$ cat src/bcsq_consts.svh
`ifndef BCSQ_CONSTS_SVH
`define BCSQ_CONSTS_SVH
`define ADDR_W 32
`define DATA_W 64
`define BE_W 8
`define CTRL_W 6
`define SAMPLE_W 110
`define BUS_DELAY 2
`define LAST_BEAT 2'h3
`define FIFO_DEPTH 8
`endif

$ cat src/bcsq_pkg.sv
package bcsq_pkg;
`include "bcsq_consts.svh"
  typedef enum logic [1:0]
  {
    ST_IDLE = 2'b00,
    ST_XFER = 2'b01,
    ST_EMIT = 2'b10
  } seq_state_t;
  typedef logic [`SAMPLE_W-1:0] sample_t;
endpackage : bcsq_pkg

$ cat src/bus_cycle_sample_qualifier.sv
// What this block does
// - One master sample leaves per bus cycle, whatever its length.
// - Groups are caught when each is valid, then sent to trigger and store.
// - Strobe, address and data run through a two-clock delay first.
// - Last-transfer and data-valid qualifiers are combinational decodes of the delayed bus and state.
// - Clock and qualifiers only time the capture and are not stored.
// - Cache-controller ready counts as a ready strobe; idle reads inactive.
// - Cache-controller address strobe is ignored.
// - Backoff, memory-or-io and reset steer every capture; hold-ack steers it only with alternate masters excluded.
// - First sample as soon as one clock after strobe, burst ones one after ready.
// - A pipelined cycle can sample as soon as two clocks after the prior last ready.
// - With alternate masters excluded, no new strobe starts a cycle while hold-ack is high.
// - Backoff aborts the cycle in progress; the restart is caught anew.
`timescale 1ns/1ns
`include "bcsq_consts.svh"
module bus_cycle_sample_qualifier
  import bcsq_pkg::*;
(
  input wire logic sys_clk_in,
  input wire logic rstn_in,
  input wire logic addr_strobe_n_in,
  input wire logic xfer_ready_n_in,
  input wire logic cachectl_xfer_ready_n_in,
  input wire logic cachectl_addr_strobe_n_in,
  input wire logic hold_ack_in,
  input wire logic backoff_n_in,
  input wire logic mem_io_in,
  input wire logic cpu_reset_in,
  input wire logic write_in,
  input wire logic data_code_in,
  input wire logic lock_n_in,
  input wire logic cacheable_n_in,
  input wire logic cache_en_n_in,
  input wire logic [`BE_W-1:0] byte_en_n_in,
  input wire logic [`ADDR_W-1:0] addr_in,
  input wire logic [`DATA_W-1:0] data_in,
  input wire logic exclude_alt_master_in,
  output logic trig_valid_out,
  output bcsq_pkg::sample_t trig_sample_out,
  output bcsq_pkg::sample_t sample_out,
  output logic sample_valid_out,
  input wire logic sample_ready_in,
  output logic missed_cycle_out
);
  import bcsq_pkg::*;

  localparam int PW = 12 + `BE_W + `ADDR_W + `DATA_W;
  localparam int DW = 4 + `CTRL_W + `BE_W + `ADDR_W + `DATA_W;

  function automatic logic ready_seen(input logic rdy_n, input logic rdyc_n);
    ready_seen = !rdy_n || !rdyc_n;
  endfunction : ready_seen

  // Cache-controller strobe is deliberately left out of the pin bundle
  wire [PW-1:0] pin_raw = {!addr_strobe_n_in, xfer_ready_n_in,
    cachectl_xfer_ready_n_in, hold_ack_in, backoff_n_in, mem_io_in,
    cpu_reset_in, write_in, data_code_in, lock_n_in, cacheable_n_in,
    cache_en_n_in, byte_en_n_in, addr_in, data_in};
  logic [PW-1:0] meta_ff;
  logic [PW-1:0] pin_ff;

  wire s_ads = pin_ff[PW-1];
  wire s_rdy = ready_seen(pin_ff[PW-2], pin_ff[PW-3]);
  wire s_hold = pin_ff[PW-4];
  wire s_backoff_n_n = pin_ff[PW-5];
  wire s_memio = pin_ff[PW-6];
  wire s_cpurst = pin_ff[PW-7];
  wire s_cache_n = pin_ff[PW-11];
  wire s_ken_n = pin_ff[PW-12];
  wire [`CTRL_W-1:0] s_ctrl = {pin_ff[PW-8], pin_ff[PW-9],
    pin_ff[PW-10], s_memio, s_backoff_n_n, s_hold};
  wire [`BE_W+`ADDR_W+`DATA_W-1:0] s_bus =
    pin_ff[`BE_W+`ADDR_W+`DATA_W-1:0];
  wire s_burst = s_memio && !s_cache_n && !s_ken_n;

  // Controls ride with the ready that validated them
  wire [DW-1:0] dly_in = {s_ads, s_rdy, s_burst, s_cpurst, s_ctrl, s_bus};
  logic [DW-1:0] dly_ff [`BUS_DELAY];

  wire [DW-1:0] d_vec = dly_ff[`BUS_DELAY-1];
  wire d_ads = d_vec[DW-1];
  wire d_rdy = d_vec[DW-2];
  wire d_burst = d_vec[DW-3];
  wire d_cpurst = d_vec[DW-4];
  wire [`CTRL_W-1:0] d_ctrl = d_vec[DW-5 -: `CTRL_W];
  wire d_hold = d_ctrl[0];
  wire d_backoff_n_n = d_ctrl[1];
  wire [`BE_W-1:0] d_be = d_vec[`ADDR_W+`DATA_W +: `BE_W];
  wire [`ADDR_W-1:0] d_addr = d_vec[`DATA_W +: `ADDR_W];
  wire [`DATA_W-1:0] d_data = d_vec[`DATA_W-1:0];

  seq_state_t state_ff;
  seq_state_t nxt_state;
  logic [1:0] beat_ff;
  logic pend_ff;
  logic [`ADDR_W-1:0] pend_addr_ff;
  logic [`ADDR_W-1:0] cur_addr_ff;
  sample_t sample_ff;
  logic trig_ff;
  logic miss_ff;
  logic [1:0] excl_ff;

  wire excl = excl_ff[1];
  wire start = d_ads && !(excl && d_hold);
  // Delayed with the bus so the abort meets the beat it cancels
  wire abort = !d_backoff_n_n || d_cpurst;
  wire data_valid_q = (state_ff == ST_XFER) && d_rdy && !abort;
  wire last_q = data_valid_q &&
    (!d_burst || beat_ff == `LAST_BEAT);
  wire busy = (state_ff != ST_IDLE);
  wire pipe_q = start && (busy || pend_ff);
  wire fifo_ready;
  wire fifo_push = (state_ff == ST_EMIT);
  wire emit_done = fifo_push && fifo_ready;
  // A strobe parked as EMIT closes is picked up again from IDLE
  wire take_pend = pend_ff && !abort &&
    (emit_done || state_ff == ST_IDLE);
  wire [`ADDR_W-1:0] first_addr = pend_ff ? pend_addr_ff : d_addr;

  always_comb
  begin
    nxt_state = state_ff;
    unique case (state_ff)
      ST_IDLE:
        if ((start || pend_ff) && !abort)
        begin
          nxt_state = ST_XFER;
        end
      ST_XFER:
        if (abort)
        begin
          nxt_state = ST_IDLE;
        end
        else if (last_q)
        begin
          nxt_state = ST_EMIT;
        end
      ST_EMIT:
        if (emit_done)
        begin
          nxt_state = take_pend ? ST_XFER : ST_IDLE;
        end
      default:
        nxt_state = ST_IDLE;
    endcase
  end

  always_ff @(posedge sys_clk_in)
  begin
    meta_ff <= pin_raw;
    pin_ff <= meta_ff;
    excl_ff <= {excl_ff[0], exclude_alt_master_in};
    dly_ff[0] <= dly_in;
  end

  genvar g;
  generate
    for (g = 1; g < `BUS_DELAY; g++)
    begin : g_dly
      always_ff @(posedge sys_clk_in)
      begin
        dly_ff[g] <= dly_ff[g-1];
      end
    end
  endgenerate

  always_ff @(posedge sys_clk_in)
  begin
    if (!rstn_in)
    begin
      state_ff <= ST_IDLE;
      beat_ff <= 2'h0;
      pend_ff <= 1'b0;
      pend_addr_ff <= '0;
      cur_addr_ff <= '0;
      sample_ff <= '0;
      trig_ff <= 1'b0;
      miss_ff <= 1'b0;
    end
    else
    begin
      state_ff <= nxt_state;
      trig_ff <= emit_done;
      miss_ff <= pipe_q && pend_ff && !take_pend;
      if (take_pend || (state_ff == ST_IDLE && start))
      begin
        cur_addr_ff <= first_addr;
        beat_ff <= 2'h0;
      end
      else if (data_valid_q)
      begin
        beat_ff <= beat_ff + 2'h1;
      end
      if (abort)
      begin
        pend_ff <= 1'b0;
      end
      else if (pipe_q && (!pend_ff || take_pend))
      begin
        pend_ff <= 1'b1;
        pend_addr_ff <= d_addr;
      end
      else if (take_pend)
      begin
        pend_ff <= 1'b0;
      end
      // Qualifiers and clock never enter the stored word
      if (last_q)
      begin
        sample_ff <= {cur_addr_ff, d_data, d_be, d_ctrl};
      end
    end
  end

  sample_fifo #(
    .WIDTH(`SAMPLE_W),
    .DEPTH(`FIFO_DEPTH)
  ) u_fifo (
    .sys_clk_in(sys_clk_in),
    .rstn_in(rstn_in),
    .wr_data_in(sample_ff),
    .wr_valid_in(fifo_push),
    .wr_ready_out(fifo_ready),
    .rd_data_out(sample_out),
    .rd_valid_out(sample_valid_out),
    .rd_ready_in(sample_ready_in)
  );

  assign trig_valid_out = trig_ff;
  assign trig_sample_out = sample_ff;
  assign missed_cycle_out = miss_ff;
endmodule : bus_cycle_sample_qualifier

$ cat src/sample_fifo.sv
`timescale 1ns/1ns
module sample_fifo #(
  parameter int WIDTH = 8,
  parameter int DEPTH = 8
) (
  input wire logic sys_clk_in,
  input wire logic rstn_in,
  input wire logic [WIDTH-1:0] wr_data_in,
  input wire logic wr_valid_in,
  output logic wr_ready_out,
  output logic [WIDTH-1:0] rd_data_out,
  output logic rd_valid_out,
  input wire logic rd_ready_in
);
  localparam int AW = $clog2(DEPTH);
  logic [WIDTH-1:0] mem_ff [DEPTH];
  logic [AW:0] wptr_ff;
  logic [AW:0] rptr_ff;
  wire full = (wptr_ff[AW] != rptr_ff[AW]) &&
              (wptr_ff[AW-1:0] == rptr_ff[AW-1:0]);
  wire empty = (wptr_ff == rptr_ff);
  wire push = wr_valid_in && !full;
  wire pop = rd_ready_in && !empty;

  assign wr_ready_out = !full;
  assign rd_valid_out = !empty;
  assign rd_data_out = mem_ff[rptr_ff[AW-1:0]];

  always_ff @(posedge sys_clk_in)
  begin
    if (push)
    begin
      mem_ff[wptr_ff[AW-1:0]] <= wr_data_in;
    end
  end

  always_ff @(posedge sys_clk_in)
  begin
    if (!rstn_in)
    begin
      wptr_ff <= '0;
      rptr_ff <= '0;
    end
    else
    begin
      wptr_ff <= wptr_ff + (AW+1)'(push);
      rptr_ff <= rptr_ff + (AW+1)'(pop);
    end
  end
endmodule : sample_fifo

$ cat config.mk
export PLATFORM = sky130hd
export DESIGN_NAME = bus_cycle_sample_qualifier
export DESIGN_NICKNAME = d
export VERILOG_FILES = /design/src/bcsq_pkg.sv /design/src/bus_cycle_sample_qualifier.sv /design/src/sample_fifo.sv
export VERILOG_INCLUDE_DIRS = /design/src /design/src/src
export SDC_FILE = /design/constraint.sdc
export NUM_CORES = 1
export LEC_CHECK = 0
export ABC_AREA = 1
export ABC_CLOCK_PERIOD_IN_PS = 15000
export BUFFER_PORTS_ARGS = -buffer_cell sky130_fd_sc_hd__buf_4
export CAP_MARGIN = 20
export CORE_UTILIZATION = 59
export DETAILED_ROUTE_END_ITERATION = 10
export MAX_ROUTING_LAYER = met4
export PLACE_DENSITY_LB_ADDON = 0.2
export SYNTH_ARGS = -nofsm -noshare
export SYNTH_HDL_FRONTEND = slang
export SYNTH_SLANG_ARGS = --single-unit
$ cat constraint.sdc
create_clock -name sys_clk_in -period 15 [get_ports sys_clk_in]
set_clock_uncertainty 0.2 [all_clocks]
set_input_delay 3 -clock sys_clk_in [delete_from_list [all_inputs] [get_ports sys_clk_in]]
set_output_delay 3 -clock sys_clk_in [all_outputs]
set_load 0.01 [all_outputs]
==> parameters.txt, run 1 <==
Parameter                              Value

Critical path
  Crit end category ... output pin
  CP Max Fanout ... about 230
  Critical Path Source Type ... register
  Endpoint required time on the critical path ... 11.80 ns
  Class of the most critical setup path ... register to output pin
  Worst Path Arrival ... around 5 ns

Timing
  Least setup slack across all paths after layout ... between 6 and 7 ns
  Worst slew pin tran ... 1.281 ns
  Worst rel slew slack ... 0.1461
  Number of endpoints failing setup at the final stage ... 0
  Portion of the clock cycle consumed by the worst path in the final layout ... 0.5408
  Setup Total Neg Slack ... 0 ns
  Number of hold violations in the final report ... 0
  FMAX ... roughly 120 MHz
  Count of pins over their slew limit ... 0
  Fin crit period ... a little over 8 ns
  Unrepaired setup endpoints after global routing ... no

CTS
  Clk Latency, worst-skew pair ... 0.77 ns
  Number of CTS-inserted buffers ... 147
  H-tree depth ... 4
  Count of clock tree sinks ... ~1500
  Post-CTS setup-driven buffer insertion count ... 0
  Buffer cell driving the clock tree root ... sky130_fd_sc_hd__clkbuf_16
  CTS tree ... yes
  Post-cts sizing count ... 0
  Post-CTS Hold Buffers ... 0
  Clock transition at the register clock pins on the worst setup and hold paths after CTS ... 0.06 ns
  Clock buffer depth ... 3

Route
  Number of nets with antenna violations after routing ... 0
  Detailed router's first-iteration violation count ... 2376
  Final WL ... about 100000 um
  Final routed DRC violation total ... 0
  DRT Pass-1 Iters ... 5
  Detail-routed via count per cell ... 5.473
  Vias after detailed routing ... 30154
  Detailed-route wire length per cell ... around 19 um

Logic synthesis
  Number of instances in the synthesized netlist ... ~4000
  Total of flip-flops plus latches after synthesis ... 1531
  Most numerous cell in the Yosys netlist ... sky130_fd_sc_hd__nor2_1
  Sequential cell area fraction in the yosys report ... 0.7836
  Ys Warns ... 0
  Biggest area consumer among synthesized cells ... sky130_fd_sc_hd__edfxtp_1
  Synthesized-area fraction occupied by ao, oa, aoi and oai cells ... 0.09271
  Adder-cell share of the synthesized area ... 0.001242
  Syn_nets ... approximately 4000
  Post-synthesis share of cell area spent on xor and xnor gates ... 0.0008448
  Leading post-synthesis cells by cell area ... sky130_fd_sc_hd__edfxtp_1 52%, sky130_fd_sc_hd__dfxtp_1 26%, sky130_fd_sc_hd__nor2_1 8.2%, sky130_fd_sc_hd__o21ai_0 6.1%, sky130_fd_sc_hd__a31oi_1 1.4%
  EDFF count, synth ... 880
  Share of the synthesized area in the top cell type ... 0.5248
  Most common library cells after synthesis ... 1100 x sky130_fd_sc_hd__nor2_1, 880 x sky130_fd_sc_hd__edfxtp_1, 651 x sky130_fd_sc_hd__dfxtp_1
  Number of distinct library cell variants in the gate-level netlist after synthesis ... 36
  Portion of netlist area occupied by mux cells ... 0.0001988
  Dominant combinational cell family by area after synthesis ... simple AND/OR/NAND/NOR gates
  Cell area after technology mapping ... just over 50000 um^2
  Commonest register cell after synthesis ... sky130_fd_sc_hd__edfxtp_1
  Post-synthesis share of cell area spent on and, or, nand and nor gates ... 0.09566
  Fraction of registers with async set/reset ... 0
  Syn Area/Cell ... 12.72 um^2

Placement
  Weighted congestion reported at the end of routability-driven placement ... 0.7548
  Dpl cell area ... between 50000 and 60000 um^2
  DPL Wire Length ... 54000 um
  Worst setup slack after placement ... 7.667 ns
  Buffers on Ports ... 342

Die
  Number of rows created at floorplan ... around 110
  Vertical extent of the die ... 294.1 um
  Placeable Area ... 84090 um^2
  Initial core utilization ... 0.5988
  Number of top-level pins ... around 340
  Die outline area ... 86520 um^2
  Die width ... 294.1 um

Flow run
  Max-cap violations ... 0

Power
  Pwr dens ... 141.8 nW/um^2
  Worst-case vdd ir drop ... around 0.13 mV
  Leakage ... 22.38 nW
  Total design power ... 8.301 mW

Cells and area
  Design Area, Final ... 58530 um^2
  Number of nets in the layout ... roughly 4400
  Ratio of cells with drive above 1 in the final layout ... 0.1475
  Syn-to-layout area delta ... 16.24%

Min path
  Worst min path class ... register to register

Global route
  Global routing usage summed across all routing layers ... 0.2502
  First-pass GRT wire length ... roughly 160000 um
  Sum of overflow across all layers after global routing ... 0
  Largest net degree at the start of global routing ... about 240
  Initial antenna violation count ... 2
  Number of global-route vias before repair ... between 20000 and 30000

Status
  Outcome ... finished clean
-- metal layers --
metal  vias to the layer above  part of all wire  wire (um)  global-route usage
met2                       953              0.50      52090              0.4101
met3                       192             0.064       6730             0.04237
li1                      14393                 -          -                   -
met4                         0             0.030       3128              0.1009
met5                         -                 0          0                   -
met1                     14616              0.41      42770              0.3107
-- area by class of cell --
cell class / count / area [um^2]
Sequential cell: 1531 / 39470
Fill cell: 5801 / 25560
Multi-Input combinational cell: 2133 / 9668
Clock buffer: 218 / 4312
Timing Repair Buffer: 379 / 2870
Tap cell: 1134 / 1419
Clock inverter: 56 / 551.8
Inverter: 56 / 235.2
Antenna cell: 3 / 7.507
-- registers in the layout, indices dropped and copies added, names as in the netlist --
name / flops
pin_ff: 116
dly_ff: 228
state_ff: 2
meta_ff: 116
missed_cycle_out: 1
pend_addr_ff: 32
trig_sample_out: 110
u_fifo.rptr_ff: 4
beat_ff: 2
trig_valid_out: 1
excl_ff: 2
pend_ff: 1
u_fifo.mem_ff: 880
cur_addr_ff: 32
u_fifo.wptr_ff: 4
-- through the flow --
step | instances | util | hold slack, ns
2_1_floorplan | 3960 | - | 0.1096
3_5_place_dp | 5233 | 0.6381 | 0.1121
3_3_place_gp | 5233 | 0.6381 | 0.1099
6_report | 5510 | 0.6961 | 0.1143
4_1_cts | 5507 | 0.6960 | 0.1176
5_1_grt | 5509 | 0.6960 | 0.1245
-- placed cells by master (no fill, tap or decap), drive strengths merged --
cell type  count
a21boi         2
a21oi         38
a31oi        110
buf          379
bufinv         4
clkbuf       218
clkinv        37
clkinvlp       2
dfxtp        651
diode          3
edfxtp       880
ha             5
inv           69
mux2i          1
nand2        101
nand3         37
nand4          1
nor2        1101
nor2b          1
nor3           4
nor3b          1
o21ai        616
o22ai        110
or2            1
xnor2          3
xor2           1
-- cell families after synthesis --
group | after synthesis
AO/OA/AOI/OAI | 876
XOR/XNOR | 4
adder cells (fa/ha/maj) | 5
buffers and inverters | 296
flip-flops | 1531
multiplexers | 1
AND/OR/NAND/NOR | 1247
-- worst paths after layout --
kind	startpoint	endpoint	slack [ns]	cells after the start
worst min register to register	meta_ff[80]	pin_ff[80]	0.11	0
worst max register to register	u_fifo.rptr_ff[0]	u_fifo.mem_ff[5][39]	9.84	9
worst min-delay path	meta_ff[80]	pin_ff[80]	0.11	0
worst max-delay path	u_fifo.rptr_ff[0]	sample_out[80]	6.89	8
-- power breakdown --
part / switching (mW) / total (mW) / leakage, nW / internal [mW]
registers: 0.0396 / 4.53 / 13.5 / 4.49
logic: 0.0794 / 0.137 / 6.45 / 0.0580
clock network: 1.54 / 3.63 / 2.40 / 2.09
-- critical path: stages (launching register included) --
cell and delay [ns]:
sky130_fd_sc_hd__dfxtp_4 0.54, sky130_fd_sc_hd__clkinv_8 0.61, sky130_fd_sc_hd__buf_4 0.94, sky130_fd_sc_hd__buf_4 0.87, sky130_fd_sc_hd__o21ai_0 0.17, sky130_fd_sc_hd__o22ai_1 0.15
sky130_fd_sc_hd__nor2_1 0.05, sky130_fd_sc_hd__a31oi_1 0.49, sky130_fd_sc_hd__buf_4 0.23
Power figures use the tool's default switching activity.
==> run 2, diff against run 1 <==
- ABC_CLOCK_PERIOD_IN_PS: 15000 -> 6500
- CORE_UTILIZATION: 59 -> 54
- clock period: 15 -> 6.5 ns (I/O delays scaled with it)
==> parameters.txt, run 2 (synthesized netlist as in run 1, its figures left out) <==
Parameter                              Value

Cells and area
  Number of nets in the layout ... 4385
  Syn-to-layout area delta ... 17.30%
  Top library cells by usage in the layout, fill and taps aside ... 1092 x sky130_fd_sc_hd__nor2_1, 880 x sky130_fd_sc_hd__edfxtp_1, 648 x sky130_fd_sc_hd__dfxtp_1, 610 x sky130_fd_sc_hd__o21ai_0, 376 x sky130_fd_sc_hd__buf_4
  Ratio of cells with drive above 1 in the final layout ... 0.1501
  Largest register FFs ... 880
  Most common library cell in the layout ignoring fill and taps ... sky130_fd_sc_hd__nor2_1

Timing
  Portion of the clock cycle consumed by the worst path in the final layout ... 0.8229
  Count of pins over their slew limit ... 0
  FMAX ... 186.9 MHz
  Fin crit period ... 5.349 ns
  Number of endpoints failing setup at the final stage ... 0
  Number of hold violations in the final report ... 0
  Worst slew pin tran ... 1.122 ns
  Setup Total Neg Slack ... 0 ns
  Worst rel slew slack ... 0.2520
  Unrepaired setup endpoints after global routing ... no

Route
  DRT Pass-1 Iters ... 5
  Final WL ... 108600 um
  Vias after detailed routing ... 30145
  Detail-routed via count per cell ... 5.354
  Final routed DRC violation total ... 0
  Detailed router's first-iteration violation count ... ~2400
  Detailed-route wire length per cell ... 19.29 um
  Number of nets with antenna violations after routing ... 0

Critical path
  Maximum single-stage delay on the critical path ... 0.79 ns
  CP dominant cell by count ... sky130_fd_sc_hd__buf_4
  Critical Path Source Type ... register
  Worst Path Arrival ... 3.85 ns
  Critical path cell sequence ... clkinv_8, buf_4, o21ai_0, o22ai_1, nor2_1, a31oi_1, buf_4
  Class of the most critical setup path ... register to output pin
  Endpoint required time on the critical path ... 5.00 ns
  CP Max Fanout ... 254
  Crit end category ... output pin
  Master of the slowest instance on the critical path ... sky130_fd_sc_hd__clkinv_8

Global route
  First-pass GRT wire length ... 166100 um
  Number of global-route vias before repair ... slightly below 30000
  Initial antenna violation count ... 2
  Global routing usage summed across all routing layers ... 0.2364
  Sum of overflow across all layers after global routing ... 0
  Largest net degree at the start of global routing ... 255

Placement
  DPL Wire Length ... 56330 um
  Buffers on Ports ... 342
  Weighted congestion reported at the end of routability-driven placement ... 0.7402

CTS
  Buffer cell driving the clock tree root ... sky130_fd_sc_hd__clkbuf_16
  Post-cts sizing count ... 0
  Clock transition at the register clock pins on the worst setup and hold paths after CTS ... 0.06 ns
  Clk Latency, worst-skew pair ... roughly 0.76 ns
  H-tree depth ... 4
  Post-CTS setup-driven buffer insertion count ... 0
  Number of CTS-inserted buffers ... 150
  Post-CTS Hold Buffers ... 0
  Count of clock tree sinks ... ~1500
  Clock buffer depth ... 3
  CTS tree ... yes

Die
  Placeable Area ... slightly above 90000 um^2
  Vertical extent of the die ... 307.4 um
  Initial core utilization ... 0.5469
  Die outline area ... 94470 um^2
  Number of top-level pins ... 344
  Number of rows created at floorplan ... 111
  Die width ... 307.4 um

Min path
  Worst min path class ... register to register

Power
  Power share of the clock group ... 0.444
  Sw power ... 3.842 mW
  Share of total power in sequential cells ... 0.539
  Worst-case vdd ir drop ... 0.2538 mV
  Switching power as a share of total power ... 0.1981
  Total design power ... 19.40 mW
  Int Power ... 15.55 mW
  Comb pwr share ... 0.017
  Leakage ... 22.56 nW
  Pwr dens ... 328.4 nW/um^2

Flow run
  Max-cap violations ... 0

Status
  Outcome ... finished clean
[run 2: cell count changes in the layout (fill, tap and decap cells not counted), moves of 2 or more]
cell / before / now
sky130_fd_sc_hd__clkbuf_16: 153 / 163
sky130_fd_sc_hd__buf_12: 2 / 10
sky130_fd_sc_hd__clkbuf_8: 23 / 31
sky130_fd_sc_hd__clkbuf_1: 37 / 31
sky130_fd_sc_hd__clkinv_1: 7 / 12
sky130_fd_sc_hd__clkinv_2: 22 / 17
sky130_fd_sc_hd__bufinv_16: 4 / 2
sky130_fd_sc_hd__clkinv_4: 1 / 3
sky130_fd_sc_hd__inv_16: 3 / 1
sky130_fd_sc_hd__inv_4: 5 / 3
[run 2: critical path, delay by kind of cell, from the launching register on]
kind	cells	cell delay, ns
buffers and inverters	3	1.58
DFF	1	0.75
AOI/OAI and AO/OA	3	0.47
and+or+nand+nor	1	0.12
[run 2: final cells by class]
class	count	area, um^2
Timing Repair Buffer	387	3050
Fill cell	6832	33010
Clock buffer	228	4637
Inverter	56	235.2
Multi-Input combinational cell	2133	9668
Sequential cell	1531	39470
Clock inverter	50	447.9
Tap cell	1243	1555
Antenna cell	2	5.005
[run 2: worst paths after layout]
path / start / slack (ns) / cells after the start / to
setup / recovery: u_fifo.rptr_ff[0] / 1.15 / 7 / sample_out[17]
hold / removal: pin_ff[31] / 0.11 / 0 / dly_ff[0][31]
setup reg to reg: u_fifo.rptr_ff[1] / 2.10 / 10 / u_fifo.mem_ff[5][37]
hold reg to reg: pin_ff[31] / 0.11 / 0 / dly_ff[0][31]
[run 2: power groups by stage]
stage / clock (mW) / sequential, mW / combinational [mW]
after CTS: 8.78 / 10.5 / 0.328
after global routing: 9.17 / 10.5 / 0.359
after detailed placement: 0 / 10.7 / 0.326
final: 8.61 / 10.5 / 0.324
after floorplan: 0 / 10.6 / 0.164
after global placement: 0 / 10.7 / 0.321
[run 2: routing by layer]
metal,global-route usage,part of all wire
met5,-,0
met4,0.09511,0.032
met1,0.3040,0.43
met3,0.04673,0.064
met2,0.3704,0.48
[run 2: per-stage QoR]
step / utilization / setup slack [ns] / hold WS, ns / cells / area, um^2
2_1_floorplan: - / 0.05386 / 0.1096 / 3960 / 50350
3_3_place_gp: 0.5859 / 1.890 / 0.1098 / 5349 / 53950
3_5_place_dp: 0.5862 / 1.985 / 0.1121 / 5350 / 53980
4_1_cts: 0.6414 / 1.126 / 0.1140 / 5628 / 59060
5_1_grt: 0.6415 / 0.9147 / 0.1199 / 5630 / 59070
6_report: 0.6415 / 1.151 / 0.1139 / 5630 / 59070
